$ cat src/tsb_pkg.sv
// package for the tri-state slave bus port: shared constants and types
// assumes both ends run on one 50 MHz clock, sys_clk, with srst
package tsb_pkg;
   localparam int TSB_ADDR_W_DEF  = 8;
   localparam int TSB_DATA_W_DEF  = 32;
   localparam int TSB_ADDR_W_MAX  = 32;
   localparam int TSB_ADDR_W_MIN  = 1;
   localparam int TSB_BYTE_W      = 8;
   localparam int TSB_WORDS_DEF   = 16;
   localparam int TSB_RD_CYCLES   = 2;
   localparam int TSB_WR_CYCLES   = 1;
   typedef enum logic [1:0] {
      TSB_IDLE,
      TSB_WRITE,
      TSB_READ,
      TSB_DONE
   } tsb_state_t;
endpackage

$ cat src/tsb_if.sv
// interface joining the bus controller and the tri-state slave
// the shared data wire is resolved by the testbench from the two enables
interface tsb_if #(
   parameter int ADDR_W = 8,
   parameter int DATA_W = 32
) ();
   logic [ADDR_W-1:0]   address;
   logic                read;
   logic                write;
   logic                chip_select;
   logic                output_enable;
   logic [DATA_W/8-1:0] byte_enable;
   logic                transfer_start_marker;
   logic [DATA_W-1:0]   ctl_data_out;
   logic                ctl_data_oe;
   logic [DATA_W-1:0]   slv_data_out;
   logic                slv_data_oe;
   logic [DATA_W-1:0]   data_in;
   modport controller (
      output address, read, write, chip_select, output_enable,
      output byte_enable, transfer_start_marker, ctl_data_out, ctl_data_oe,
      input  data_in
   );
   modport slave (
      input  address, read, write, chip_select, output_enable,
      input  byte_enable, transfer_start_marker, data_in,
      output slv_data_out, slv_data_oe
   );
endinterface

$ cat src/tsb_controller.sv
// on-chip controller end of the tri-state bus
// assumes a user requests one transfer at a time and waits for done
module tsb_controller
   import tsb_pkg::*;
#(
   parameter int ADDR_W = TSB_ADDR_W_DEF,
   parameter int DATA_W = TSB_DATA_W_DEF
) (
   input  wire logic                  sys_clk,
   input  wire logic                  srst,
   input  wire logic                  req,
   input  wire logic                  req_write,
   input  wire logic [ADDR_W-1:0]     req_address,
   input  wire logic [DATA_W/8-1:0]   req_byte_enable,
   input  wire logic [DATA_W-1:0]     req_wdata,
   output logic                       busy,
   output logic                       done,
   output logic [DATA_W-1:0]          rdata,
   tsb_if.controller                  bus
);
   localparam int LANES = DATA_W / TSB_BYTE_W;

   initial begin
      if (!(DATA_W inside {8, 16, 32, 64, 128, 256, 512, 1024}))
         $error("tsb_controller: illegal data width");
   end

   // legal lane pattern: aligned, power-of-two run of lanes
   function automatic logic lanes_ok(input logic [LANES-1:0] be);
      logic ok;
      ok = 1'b0;
      for (int s = 1; s <= LANES; s = s * 2)
         for (int o = 0; o < LANES; o = o + s)
            if (be == LANES'(((64'd1 << s) - 64'd1) << o))
               ok = 1'b1;
      return ok;
   endfunction

   tsb_state_t         state, next_state;
   logic [1:0]         cnt, next_cnt;
   logic [ADDR_W-1:0]  addr, next_addr;
   logic [LANES-1:0]   be, next_be;
   logic [DATA_W-1:0]  wdata, next_wdata;
   logic [DATA_W-1:0]  next_rdata;
   logic               start, next_start;
   logic               next_done;

   always_comb begin
      next_state = state;
      next_cnt   = cnt;
      next_addr  = addr;
      next_be    = be;
      next_wdata = wdata;
      next_rdata = rdata;
      next_start = 1'b0;
      next_done  = 1'b0;
      unique case (state)
         TSB_IDLE: begin
            if (req && lanes_ok(req_byte_enable)) begin
               next_addr  = req_address;
               next_be    = req_byte_enable;
               next_wdata = req_wdata;
               next_start = 1'b1;
               next_cnt   = 2'(req_write ? TSB_WR_CYCLES : TSB_RD_CYCLES);
               next_state = req_write ? TSB_WRITE : TSB_READ;
            end
         end
         TSB_WRITE, TSB_READ: begin
            if (cnt == 2'd1) begin
               if (state == TSB_READ)
                  next_rdata = bus.data_in;
               next_done  = 1'b1;
               next_state = TSB_DONE;
            end else
               next_cnt = cnt - 2'd1;
         end
         TSB_DONE: next_state = TSB_IDLE;
      endcase
   end

   always_ff @(posedge sys_clk) begin
      if (srst) begin
         state <= TSB_IDLE;
         cnt   <= '0;
         addr  <= '0;
         be    <= '0;
         wdata <= '0;
         rdata <= '0;
         start <= 1'b0;
         done  <= 1'b0;
         busy  <= 1'b0;
      end else begin
         state <= next_state;
         cnt   <= next_cnt;
         addr  <= next_addr;
         be    <= next_be;
         wdata <= next_wdata;
         rdata <= next_rdata;
         start <= next_start;
         done  <= next_done;
         busy  <= (next_state != TSB_IDLE);
      end
   end

   // all strobes active high; select never without read or write
   assign bus.address               = addr;
   assign bus.write                 = (state == TSB_WRITE);
   assign bus.read                  = (state == TSB_READ);
   assign bus.chip_select           = bus.write || bus.read;
   assign bus.output_enable         = (state == TSB_READ);
   assign bus.byte_enable           = be;
   assign bus.transfer_start_marker = start;
   assign bus.ctl_data_out          = wdata;
   assign bus.ctl_data_oe           = (state == TSB_WRITE);
endmodule

$ cat src/flat_wrapper.sv
// flat-port wrapper written by rule: the top's interface ports become plain ports
module tsb_controller_flat import tsb_pkg::*;
#(
   parameter int ADDR_W = TSB_ADDR_W_DEF,
   parameter int DATA_W = TSB_DATA_W_DEF
)
  (sys_clk, srst, req, req_write, req_address, req_byte_enable, req_wdata, busy, done, rdata, bus_address, bus_read, bus_write, bus_chip_select, bus_output_enable, bus_byte_enable, bus_transfer_start_marker, bus_ctl_data_out, bus_ctl_data_oe, bus_data_in);
  tsb_if #(.ADDR_W(ADDR_W), .DATA_W(DATA_W)) bus_i ();
  input  wire logic sys_clk;
  input  wire logic srst;
  input  wire logic req;
  input  wire logic req_write;
  input  wire logic [ADDR_W-1:0] req_address;
  input  wire logic [DATA_W/8-1:0] req_byte_enable;
  input  wire logic [DATA_W-1:0] req_wdata;
  output logic busy;
  output logic done;
  output logic [DATA_W-1:0] rdata;
  output wire logic [$bits(bus_i.address)-1:0] bus_address;
  output wire logic [$bits(bus_i.read)-1:0] bus_read;
  output wire logic [$bits(bus_i.write)-1:0] bus_write;
  output wire logic [$bits(bus_i.chip_select)-1:0] bus_chip_select;
  output wire logic [$bits(bus_i.output_enable)-1:0] bus_output_enable;
  output wire logic [$bits(bus_i.byte_enable)-1:0] bus_byte_enable;
  output wire logic [$bits(bus_i.transfer_start_marker)-1:0] bus_transfer_start_marker;
  output wire logic [$bits(bus_i.ctl_data_out)-1:0] bus_ctl_data_out;
  output wire logic [$bits(bus_i.ctl_data_oe)-1:0] bus_ctl_data_oe;
  input wire logic [$bits(bus_i.data_in)-1:0] bus_data_in;
  assign bus_address = bus_i.address;
  assign bus_read = bus_i.read;
  assign bus_write = bus_i.write;
  assign bus_chip_select = bus_i.chip_select;
  assign bus_output_enable = bus_i.output_enable;
  assign bus_byte_enable = bus_i.byte_enable;
  assign bus_transfer_start_marker = bus_i.transfer_start_marker;
  assign bus_ctl_data_out = bus_i.ctl_data_out;
  assign bus_ctl_data_oe = bus_i.ctl_data_oe;
  assign bus_i.data_in = bus_data_in;
  tsb_controller #(.ADDR_W(ADDR_W), .DATA_W(DATA_W)) u_core (.sys_clk(sys_clk), .srst(srst), .req(req), .req_write(req_write), .req_address(req_address), .req_byte_enable(req_byte_enable), .req_wdata(req_wdata), .busy(busy), .done(done), .rdata(rdata), .bus(bus_i));
endmodule
$ cat config.mk
export PLATFORM = sky130hd
export DESIGN_NAME = tsb_controller_flat
export DESIGN_NICKNAME = d
export VERILOG_FILES = /design/src/tsb_pkg.sv /design/src/tsb_if.sv /design/src/tsb_controller.sv /design/src/flat_wrapper.sv
export SDC_FILE = /design/constraint.sdc
export NUM_CORES = 1
export LEC_CHECK = 0
export BUFFER_PORTS_ARGS = -buffer_cell sky130_fd_sc_hd__buf_2
export CAP_MARGIN = 20
export CORE_MARGIN = 4
export CORE_UTILIZATION = 48
export DETAILED_ROUTE_END_ITERATION = 6
export PLACE_DENSITY = 0.92
export SLEW_MARGIN = 20
export SYNTH_ARGS = -nofsm -noshare
export SYNTH_HDL_FRONTEND = slang
export SYNTH_SLANG_ARGS = --single-unit
$ cat constraint.sdc
create_clock -name sys_clk -period 2.7 [get_ports sys_clk]
set_input_delay 0.135 -clock sys_clk [delete_from_list [all_inputs] [get_ports sys_clk]]
set_output_delay 0.135 -clock sys_clk [all_outputs]
set_load 0.02 [all_outputs]
==> results of run 1 <==
## routing by layer
| layer | wire length [um] | share of wire [%] |
|---|---|---|
| met3 | 630 | 8.5 |
| met4 | 59 | 0.80 |
| met1 | 2920 | 39 |
| met5 | 0 | 0 |
| met2 | 3800 | 51 |
## worst max-delay path by stage
| stage | from | to | depth (start not counted) |
|---|---|---|---|
| detailed placement | u_core.state[0]$_SDFF_PP0_ | u_core.rdata[31]$_SDFFE_PP0P_ | 5 |
| floorplan | u_core.state[0]$_SDFF_PP0_ | u_core.cnt[1]$_SDFFE_PP0P_ | 6 |
| global placement | u_core.state[0]$_SDFF_PP0_ | u_core.rdata[23]$_SDFFE_PP0P_ | 5 |
| global route | u_core.state[0]$_SDFF_PP0_ | u_core.cnt[1]$_SDFFE_PP0P_ | 6 |
| finish | u_core.state[0]$_SDFF_PP0_ | u_core.cnt[1]$_SDFFE_PP0P_ | 6 |
| CTS | u_core.state[0]$_SDFF_PP0_ | u_core.cnt[1]$_SDFFE_PP0P_ | 6 |
## placed cells by master (no fill, tap or decap), types with 2 or more instances in the layout
master,Yosys,final
a211oi_1,2,2
a21oi_1,34,34
a221o_1,2,2
buf_2,0,163
buf_4,2,3
bufinv_16,0,2
clkbuf_1,16,2
clkbuf_8,0,9
clkinv_2,0,2
dfxtp_1,83,83
ha_1,7,7
inv_1,7,7
mux2i_1,46,46
nand2_1,69,69
nor2_1,48,48
nor3_1,2,2
o21ai_0,2,2
## worst max-delay path, delay by kind of cell (launching register included)
| family | cells | cell delay, ps |
|---|---|---|
| and+or+nand+nor | 2 | 490 |
| AOI/OAI and AO/OA | 2 | 430 |
| adders and majority gates | 1 | 410 |
| DFF | 1 | 400 |
| buffers and inverters | 1 | 130 |
## through the flow
step	hold WS (ps)	power [mW]	setup WS, ps
2_1_floorplan	271	1.59	974
3_3_place_gp	369	1.70	913
3_5_place_dp	379	1.72	783
4_1_cts	8.83	2.65	768
5_1_grt	3.47	2.75	604
6_report	26.6	2.62	741
## cell usage after synthesis
cell and number:
inv_1 7, nor2_1 48, or3_1 1, a21oi_1 34, buf_4 2, and3_1 1
o31ai_1 1, o21ai_1 1, a211oi_2 1, nand2_1 69, a221o_1 2, dfxtp_1 83
a2111o_1 1, a211o_1 1, nor2_4 1, o21ai_0 2, nor3_1 2, ha_1 7
clkbuf_1 16, a211oi_1 2, and3_4 1, nor4_1 1, and2_1 2, buf_6 1
buf_12 4, mux2i_1 46
## report_power, final
part / total [mW] / switching (mW) / internal, mW
Combinational: 0.385 / 0.221 / 0.164
Clock: 0.929 / 0.410 / 0.519
Sequential: 1.30 / 0.0251 / 1.28
Total: 2.62 / 0.656 / 1.96
## final cells by class
class	count	area, um^2	area share, %
clock buffers	11	131	3.15
clock inverters	5	77.6	1.86
inverters	7	26.3	0.630
multi-input cells	224	1320	31.6
flip-flops and latches	83	1660	39.8
well taps	77	96.3	2.31
repair buffers	167	858	20.6
## cells by family (layout without fill, tap and decap cells)
kind of cell | count (synthesis) | after routing
flops | 83 | 83
fa+ha+maj | 7 | 7
compound gates | 45 | 45
simple gates | 126 | 126
buf+inv | 30 | 190
mux | 46 | 46
## state kept, by name (all words and copies together), names as in the netlist
register,flops
u_core.bus.byte_enable,4
u_core.state,2
u_core.cnt,2
u_core.rdata,32
u_core.bus.ctl_data_out,32
u_core.busy,1
u_core.done,1
u_core.bus.transfer_start_marker,1
u_core.bus.address,8
==> impl_metrics.tcl, run 1 <==
set metrics [dict create \
    required_ps 2930 \
    grt.busiest_layer "met2" \
    clk_pin_slew_ps 80 \
    core-area_um2 6390 \
    min_to "u_core.rdata[20]$_SDFFE_PP0P_" \
    critical_path_arrival_ps 2190 \
    timing.rr.start "u_core.state[0]$_SDFF_PP0_" \
    io_pins 164 \
    drv_cap 0 \
    grt_pass1_vias 2619 \
    critPathKind "reg -> reg" \
    dp_hpwl_um 5700 \
    grt_start_max_net_pins 44 \
    cts.sinks 83 \
    finalCriticalPeriod_ps 1960 \
    netlist_top_cells_area "dfxtp_1 52%, mux2i_1 15%, nand2_1 8.2%" \
    drcViolationCount 0 \
    pwr_density_cell_nw_per_um2 627 \
    grt_pass1_wl_um 11500 \
    initial_core_util_pct 49.6 \
    area_growth_pct 31.8 \
    syn_nets 424 \
    synth_warnings 0 \
    gr-usage-met2_pct 33.8 \
    ys_seq_area_share_pct 52.5 \
    antenna_found_initial 0 \
    worst_pin_slew_ps 767 \
    hold_start "bus_data_in[20]" \
    met3_usage_pct 6.36 \
    postCtsResizedCells 0 \
    htree_levels 3 \
    cp_slowest_cell "ha_1" \
    dp.cells 558 \
    clockBufferDepth 2 \
    final.setup_skew_ps 6.19 \
    rows 29 \
    gp_congestion 0.891 \
    final-max-slew-violation-count 0 \
    finalHoldViolCount 0 \
    start_kind "flop" \
    vdd_ir_drop_max_mv 0.411 \
    crit_chain "inv_1, ha_1, nand2_1, o21ai_0, or3_1, a211oi_1" \
    netlist.area_leader.share_pct 52.5 \
    hold_depth 3 \
    fin_crit_sh_pct 72.5 \
    yosys.area_share.xor_xnor_pct 0 \
    hp-class "in -> reg" \
    yosys.area_share.adder_pct 2.77 \
    final_cells 574 \
    ff2ff_path_depth 6 \
    r2r_slack_ps 740 \
    clock_latency_ps 330 \
    die_area_um2 7960 \
    stdcell_area_um2 4170 \
    avgSynthCellArea_um2 9.39 \
    synth_simple_gate_area_share_pct 15.9 \
    first_iter_violations 82 \
    cts_hold_buf 0 \
    synth_top_family_by_area "simple AND/OR/NAND/NOR gates" \
    wire_per_inst_um 12.9 \
    setup_viol 0 \
    relSlewSlack_pct 48.9 \
    via_count 2790 \
    fillCellCount 529 \
    fp.dieH_um 89.2 \
    final_util_pct 65.3 \
    port_buffers 163 \
    nNetsFinal 579 \
    use_met1_pct 20.1 \
    die_w_um 89.2 \
    cts_tree "yes" \
    yosysUniqueCellTypes 26 \
    ys_seq_elements 83 \
    synth_compound_area_share_pct 8.22 \
    drt_pass1_iterations 4 \
    grt_overflow_total 0 \
    max_freq_mhz 511 \
    synthMuxAreaShare_pct 14.5 \
    detail-route-antenna-nets 0 \
    drive_gt1_share_pct 37.2 \
    final.setup.tns_ps 0 \
    r2r_end "u_core.cnt[1]$_SDFFE_PP0P_" \
    p_leak_nw 2.00 \
    synth.cell_area_um2 3170 \
    post-cts-setup-buffers 0 \
    crit_path_end_kind "flop" \
    yosysTopAreaCell "dfxtp_1" \
    grt_setup_unrepaired "false" \
    postPlaceCellArea_um2 3960 \
    status "completed" \
    syn_inst 337 \
    grt_util_all_layers_pct 18.5 \
    n_antenna_cell 0 \
    cts_inserted_buffers 9 \
    cpPeakStageDelay_ps 410 \
    cts-root-buf "clkbuf_8" \
    routed_wl_um 7420 \
    crit_fanout 6 \
    avgViaCountPerCell 4.86 \
]
No activity file was read; power rests on OpenSTA's default activity.
==> run 2: changes to the inputs <==
--- a/config.mk
+++ b/config.mk
@@ -8,9 +8,9 @@
 export BUFFER_PORTS_ARGS = -buffer_cell sky130_fd_sc_hd__buf_2
 export CAP_MARGIN = 20
 export CORE_MARGIN = 4
-export CORE_UTILIZATION = 48
+export CORE_UTILIZATION = 40
 export DETAILED_ROUTE_END_ITERATION = 6
-export PLACE_DENSITY = 0.92
+export PLACE_DENSITY = 0.83
 export SLEW_MARGIN = 20
 export SYNTH_ARGS = -nofsm -noshare
 export SYNTH_HDL_FRONTEND = slang
==> constraint.sdc (replaced) <==
create_clock -name sys_clk -period 1.8 [get_ports sys_clk]
set_input_delay 0.09 -clock sys_clk [delete_from_list [all_inputs] [get_ports sys_clk]]
set_output_delay 0.09 -clock sys_clk [all_outputs]
set_load 0.02 [all_outputs]
==> run 2 against run 1 <==
  * Critical path type unchanged
  * Routed wire length rose by 22%
  * Clock-buffer cell count did not move
  * Clock skew rose by 3.3 ps
  * Flip-flop and latch count did not move
  * Register-to-register slack got worse by 600 ps
  * First-iteration DRC count fell by 2.4%
  * Critical endpoint is now u_core.bus.ctl_data_out[29]$_SDFFE_PP0P_
==> impl_metrics.tcl, run 2 (synthesis gave the netlist of run 1 again) <==
set metrics [dict create \
    status "completed" \
    clockBufferDepth 2 \
    final.setup.tns_ps 0 \
    rows 32 \
    gp_congestion 0.843 \
    wl_met2_um 4800 \
    area_growth_pct 53.8 \
    setup_viol 0 \
    initial_core_util_pct 41.0 \
    p_leak_nw 2.29 \
    cts_inserted_buffers 9 \
    core-area_um2 7730 \
    drt_pass1_iterations 4 \
    wire_per_inst_um 13.7 \
    cts.sinks 83 \
    htree_levels 3 \
    io_pins 164 \
    highest_layer "met4" \
    fin_crit_sh_pct 92.2 \
    worst_pin_slew_ps 479 \
    clk_pin_slew_ps 80 \
    met1Wirelength_um 3520 \
    grt_pass1_wl_um 15200 \
    final-max-slew-violation-count 0 \
    finalHoldViolCount 0 \
    final_cell_mix "163 x buf_2, 82 x dfxtp_1, 69 x nand2_1" \
    via_count 3116 \
    dp_hpwl_um 5800 \
    antenna_found_initial 0 \
    hp-class "in -> reg" \
    nNetsFinal 644 \
    cts-root-buf "clkbuf_8" \
    routed_wl_um 9070 \
    n_antenna_cell 0 \
    final_util_pct 63.0 \
    avgViaCountPerCell 4.69 \
    finalPower_mw 4.04 \
    pwr_density_cell_nw_per_um2 829 \
    relSlewSlack_pct 67.1 \
    critPathKind "reg -> reg" \
    final_common_cell "buf_2" \
    fp.dieH_um 97.0 \
    drcViolationCount 0 \
    final.setup_skew_ps 9.52 \
    grt_overflow_total 0 \
    port_buffers 163 \
    die_area_um2 9400 \
    detail-route-antenna-nets 0 \
    first_iter_violations 80 \
    crit_path_end_kind "flop" \
    grt_util_all_layers_pct 19.3 \
    wl_met3_um 563 \
    finalCriticalPeriod_ps 1660 \
    post-cts-setup-buffers 0 \
    grt_start_max_net_pins 36 \
    vdd_ir_drop_max_mv 0.512 \
    drive_gt1_share_pct 34.5 \
    clock_latency_ps 330 \
    max_freq_mhz 603 \
    critical_path_arrival_ps 1890 \
    die_w_um 97.0 \
    whs_ps 10.1 \
    start_kind "flop" \
    crit_fanout 25 \
    grt_setup_unrepaired "false" \
    grt_pass1_vias 3248 \
    fillCellCount 606 \
    required_ps 2030 \
    drv_cap 0 \
    cts_tree "yes" \
]
-- run 2: cell count changes in the layout (fill, tap and decap cells not counted), moves of 2 or more --
cell           change
clkbuf_1           -2
dlygate4sd3_1     +59
clkbuf_8           +2
buf_12             +2
buf_4              +4
-- run 2: power breakdown --
part,switching [mW],internal [mW],total [mW]
Sequential,0.0380,1.91,1.95
Clock,0.650,0.722,1.37
Combinational,0.364,0.347,0.711
-- run 2: critical path: stages, from the launching register on --
cell,delay [ps]
dfxtp_1,320
inv_1,110
ha_2,220
inv_1,80
a211oi_4,270
buf_12,250
mux2i_1,220
nor2_1,60
-- run 2: worst paths after layout --
| path | startpoint | to | slack, ps | cells after the start |
|---|---|---|---|---|
| worst max-delay path | u_core.state[1]$_SDFF_PP0_ | u_core.bus.ctl_data_out[29]$_SDFFE_PP0P_ | 140 | 7 |
| worst min-delay path | req_wdata[16] | u_core.bus.ctl_data_out[16]$_SDFFE_PP0P_ | 10 | 3 |
| worst max register to register | u_core.state[1]$_SDFF_PP0_ | u_core.bus.ctl_data_out[29]$_SDFFE_PP0P_ | 140 | 7 |
| worst min register to register | u_core.rdata[21]$_SDFFE_PP0P_ | u_core.rdata[21]$_SDFFE_PP0P_ | 460 | 2 |
-- run 2: final cells by class --
class                   instances  area, um^2  area share [%]
clock buffers                  11         151            3.11
well taps                     102         128            2.62
inverters                       7        26.3           0.540
repair buffers                232        1520            31.2
multi-input cells             224        1320            27.1
flip-flops and latches         83        1660            34.2
clock inverters                 5        60.1            1.23
-- run 2: metal layers --
layer	up-vias	global-route usage, %
met5	-	0
met4	0	6.37
met3	23	5.05
met2	124	36.2
met1	1423	20.8
li1	1546	-
-- run 2: timing repair --
item,in CTS,in global routing
hold buffers,59,0
hold endpoints to repair,59,0
setup endpoints to repair,0,2
resized for setup,0,3
-- run 2: through the flow --
step	area [um^2]	setup slack, ps	cells
after global routing	4870	10.9	664
after detailed placement	4060	131	589
final	4870	141	664
after CTS	4860	116	664
after floorplan	3170	73.9	337
after global placement	4060	192	589
==> run 3: changes to the inputs <==
--- a/config.mk
+++ b/config.mk
@@ -5,12 +5,13 @@
 export SDC_FILE = /design/constraint.sdc
 export NUM_CORES = 1
 export LEC_CHECK = 0
-export BUFFER_PORTS_ARGS = -buffer_cell sky130_fd_sc_hd__buf_2
-export CAP_MARGIN = 20
+export CAP_MARGIN = 0
+export CORE_ASPECT_RATIO = 2
 export CORE_MARGIN = 4
-export CORE_UTILIZATION = 40
+export CORE_UTILIZATION = 55
 export DETAILED_ROUTE_END_ITERATION = 6
-export PLACE_DENSITY = 0.83
+export DONT_BUFFER_PORTS = 1
+export PLACE_DENSITY = 0.81
 export SLEW_MARGIN = 20
 export SYNTH_ARGS = -nofsm -noshare
 export SYNTH_HDL_FRONTEND = slang
==> run 3 against run 2 <==
  * Hold slack improved by 78 ps
  * Clock power fell by 5%
  * Setup slack got worse by 44 ps
  * Non-clock buffer count fell by 142
  * Total power fell by 3.5%
  * Global-route usage rose by 4.8 points
  * Largest power group unchanged
  * Die area fell by 24%
==> impl_metrics.tcl, run 3 (synthesis gave the netlist of run 1 again) <==
set metrics [dict create \
    hold_depth 3 \
    ff2ff_path_depth 8 \
    dp_slack_ps 64.8 \
    multi_input_area_um2 1320 \
    wire_per_inst_um 18.7 \
    final_cell_mix "82 x dfxtp_1, 77 x dlygate4sd3_1, 69 x nand2_1" \
    cts-root-buf "clkbuf_8" \
    fin_ws_ps 97.0 \
    final.setup_skew_ps 3.26 \
    antenna_found_initial 0 \
    hp-class "in -> reg" \
    clock_latency_ps 340 \
    fp.dieH_um 115 \
    final_common_cell "dfxtp_1" \
    drv_cap 0 \
    r2r_end "u_core.bus.ctl_data_out[5]$_SDFFE_PP0P_" \
    nNetsFinal 502 \
    crit_fanout 11 \
    required_ps 2020 \
    port_buffers 0 \
    grt_setup_unrepaired "false" \
    io_pins 164 \
    cts_inserted_buffers 9 \
    fillCellCount 355 \
    first_iter_violations 93 \
    n_antenna_cell 0 \
    drt_pass1_iterations 6 \
    worst_pin_slew_ps 482 \
    hold_start "req_write" \
    routed_wl_um 8980 \
    cts.sinks 83 \
    min_to "u_core.cnt[0]$_SDFFE_PP0P_" \
    finalCriticalPeriod_ps 1700 \
    fin_crit_sh_pct 94.6 \
    initial_core_util_pct 57.4 \
    die_area_um2 7110 \
    clockBufferDepth 2 \
    drive_gt1_share_pct 7.64 \
    pwr_density_cell_nw_per_um2 919 \
    r2r_slack_ps 100 \
    core-area_um2 5520 \
    grt_pass1_vias 2713 \
    status "completed" \
    avgViaCountPerCell 5.55 \
    grt_start_max_net_pins 81 \
    finalHoldViolCount 0 \
    drcViolationCount 0 \
    crit_path_end_kind "flop" \
    via_count 2658 \
    area_growth_pct 33.9 \
    clk_pin_slew_ps 70 \
    vdd_ir_drop_max_mv 0.862 \
    critical_path_arrival_ps 1920 \
    grt_util_all_layers_pct 24.1 \
    regArea_um2 1660 \
    setup_viol 0 \
    htree_levels 3 \
    timing.rr.start "u_core.state[0]$_SDFF_PP0_" \
    die_w_um 61.6 \
    grt_overflow_total 0 \
    max_freq_mhz 587 \
    rows 38 \
    final-max-slew-violation-count 0 \
    p_leak_nw 1.63 \
    gp_congestion 0.764 \
    final.setup.tns_ps 0 \
    dp_hpwl_um 4880 \
    grt_pass1_wl_um 12900 \
    relSlewSlack_pct 67.0 \
    cts_tree "yes" \
    start_kind "flop" \
    critPathKind "reg -> reg" \
    detail-route-antenna-nets 0 \
]
==> run 3: cell types whose count changed in the layout (fill, tap and decap cells not counted), moves of 2 or more <==
| cell | change |
|---|---|
| dlygate4sd3_1 | +18 |
| buf_2 | -163 |
| clkbuf_1 | +2 |
| clkbuf_16 | +2 |
==> run 3: per-stage QoR <==
step	power (mW)	hold slack, ps	util [%]	cell area, um^2	cells
floorplan	2.39	226	-	3170	337
global placement	2.38	168	57.0	3140	379
detailed placement	2.40	172	57.0	3140	379
CTS	3.85	75.5	75.0	4140	472
global route	4.05	77.1	76.9	4240	479
finish	3.90	87.7	76.9	4240	479
==> run 3: how the worst max path moves through the flow <==
stage,from,end,cells after the start
floorplan,u_core.state[0]$_SDFF_PP0_,u_core.cnt[1]$_SDFFE_PP0P_,6
global placement,u_core.state[1]$_SDFF_PP0_,u_core.bus.ctl_data_out[21]$_SDFFE_PP0P_,7
detailed placement,u_core.state[1]$_SDFF_PP0_,u_core.bus.ctl_data_out[14]$_SDFFE_PP0P_,7
CTS,u_core.state[1]$_SDFF_PP0_,u_core.bus.ctl_data_out[14]$_SDFFE_PP0P_,7
global route,u_core.state[0]$_SDFF_PP0_,u_core.bus.address[4]$_SDFFE_PP0P_,8
finish,u_core.state[0]$_SDFF_PP0_,u_core.bus.ctl_data_out[5]$_SDFFE_PP0P_,8
==> run 3: per-layer routing <==
layer	routed length, um	vias up	global-route usage [%]	share of wire [%]
li1	-	1264	-	-
met1	2930	1248	23.3	33
met2	5030	122	43.4	56
met3	708	24	7.53	7.9
met4	314	0	11.8	3.5
met5	0	-	0	0
==> run 3: layout make-up <==
class | instances | share of cell area [%]
multi-input cells | 224 | 31.2
inverters | 7 | 0.620
flip-flops and latches | 83 | 39.2
repair buffers | 90 | 22.6
clock inverters | 2 | 0.826
well taps | 60 | 1.77
clock buffers | 13 | 3.75
==> run 3: worst max-delay path: stages (launching register included) <==
cell and delay, ps:
dfxtp_1 350, inv_1 90, ha_2 200, inv_1 80, a211oi_4 240, buf_4 180
clkbuf_16 180, mux2i_1 210, nor2_1 60
==> run 3: where the power goes <==
| part | leakage [nW] | total (mW) | switching [mW] | internal, mW |
|---|---|---|---|---|
| Clock | 0.0995 | 1.30 | 0.595 | 0.709 |
| Sequential | 0.674 | 2.06 | 0.144 | 1.92 |
| Combinational | 0.853 | 0.532 | 0.241 | 0.291 |
| Total | 1.63 | 3.90 | 0.981 | 2.91 |
==> run 3: what timing repair did <==
action                     CTS  global route
hold endpoints to repair    82             0
setup buffers                0             3
setup endpoints to repair    0            45
hold buffers                78             0
resized for setup            0             7
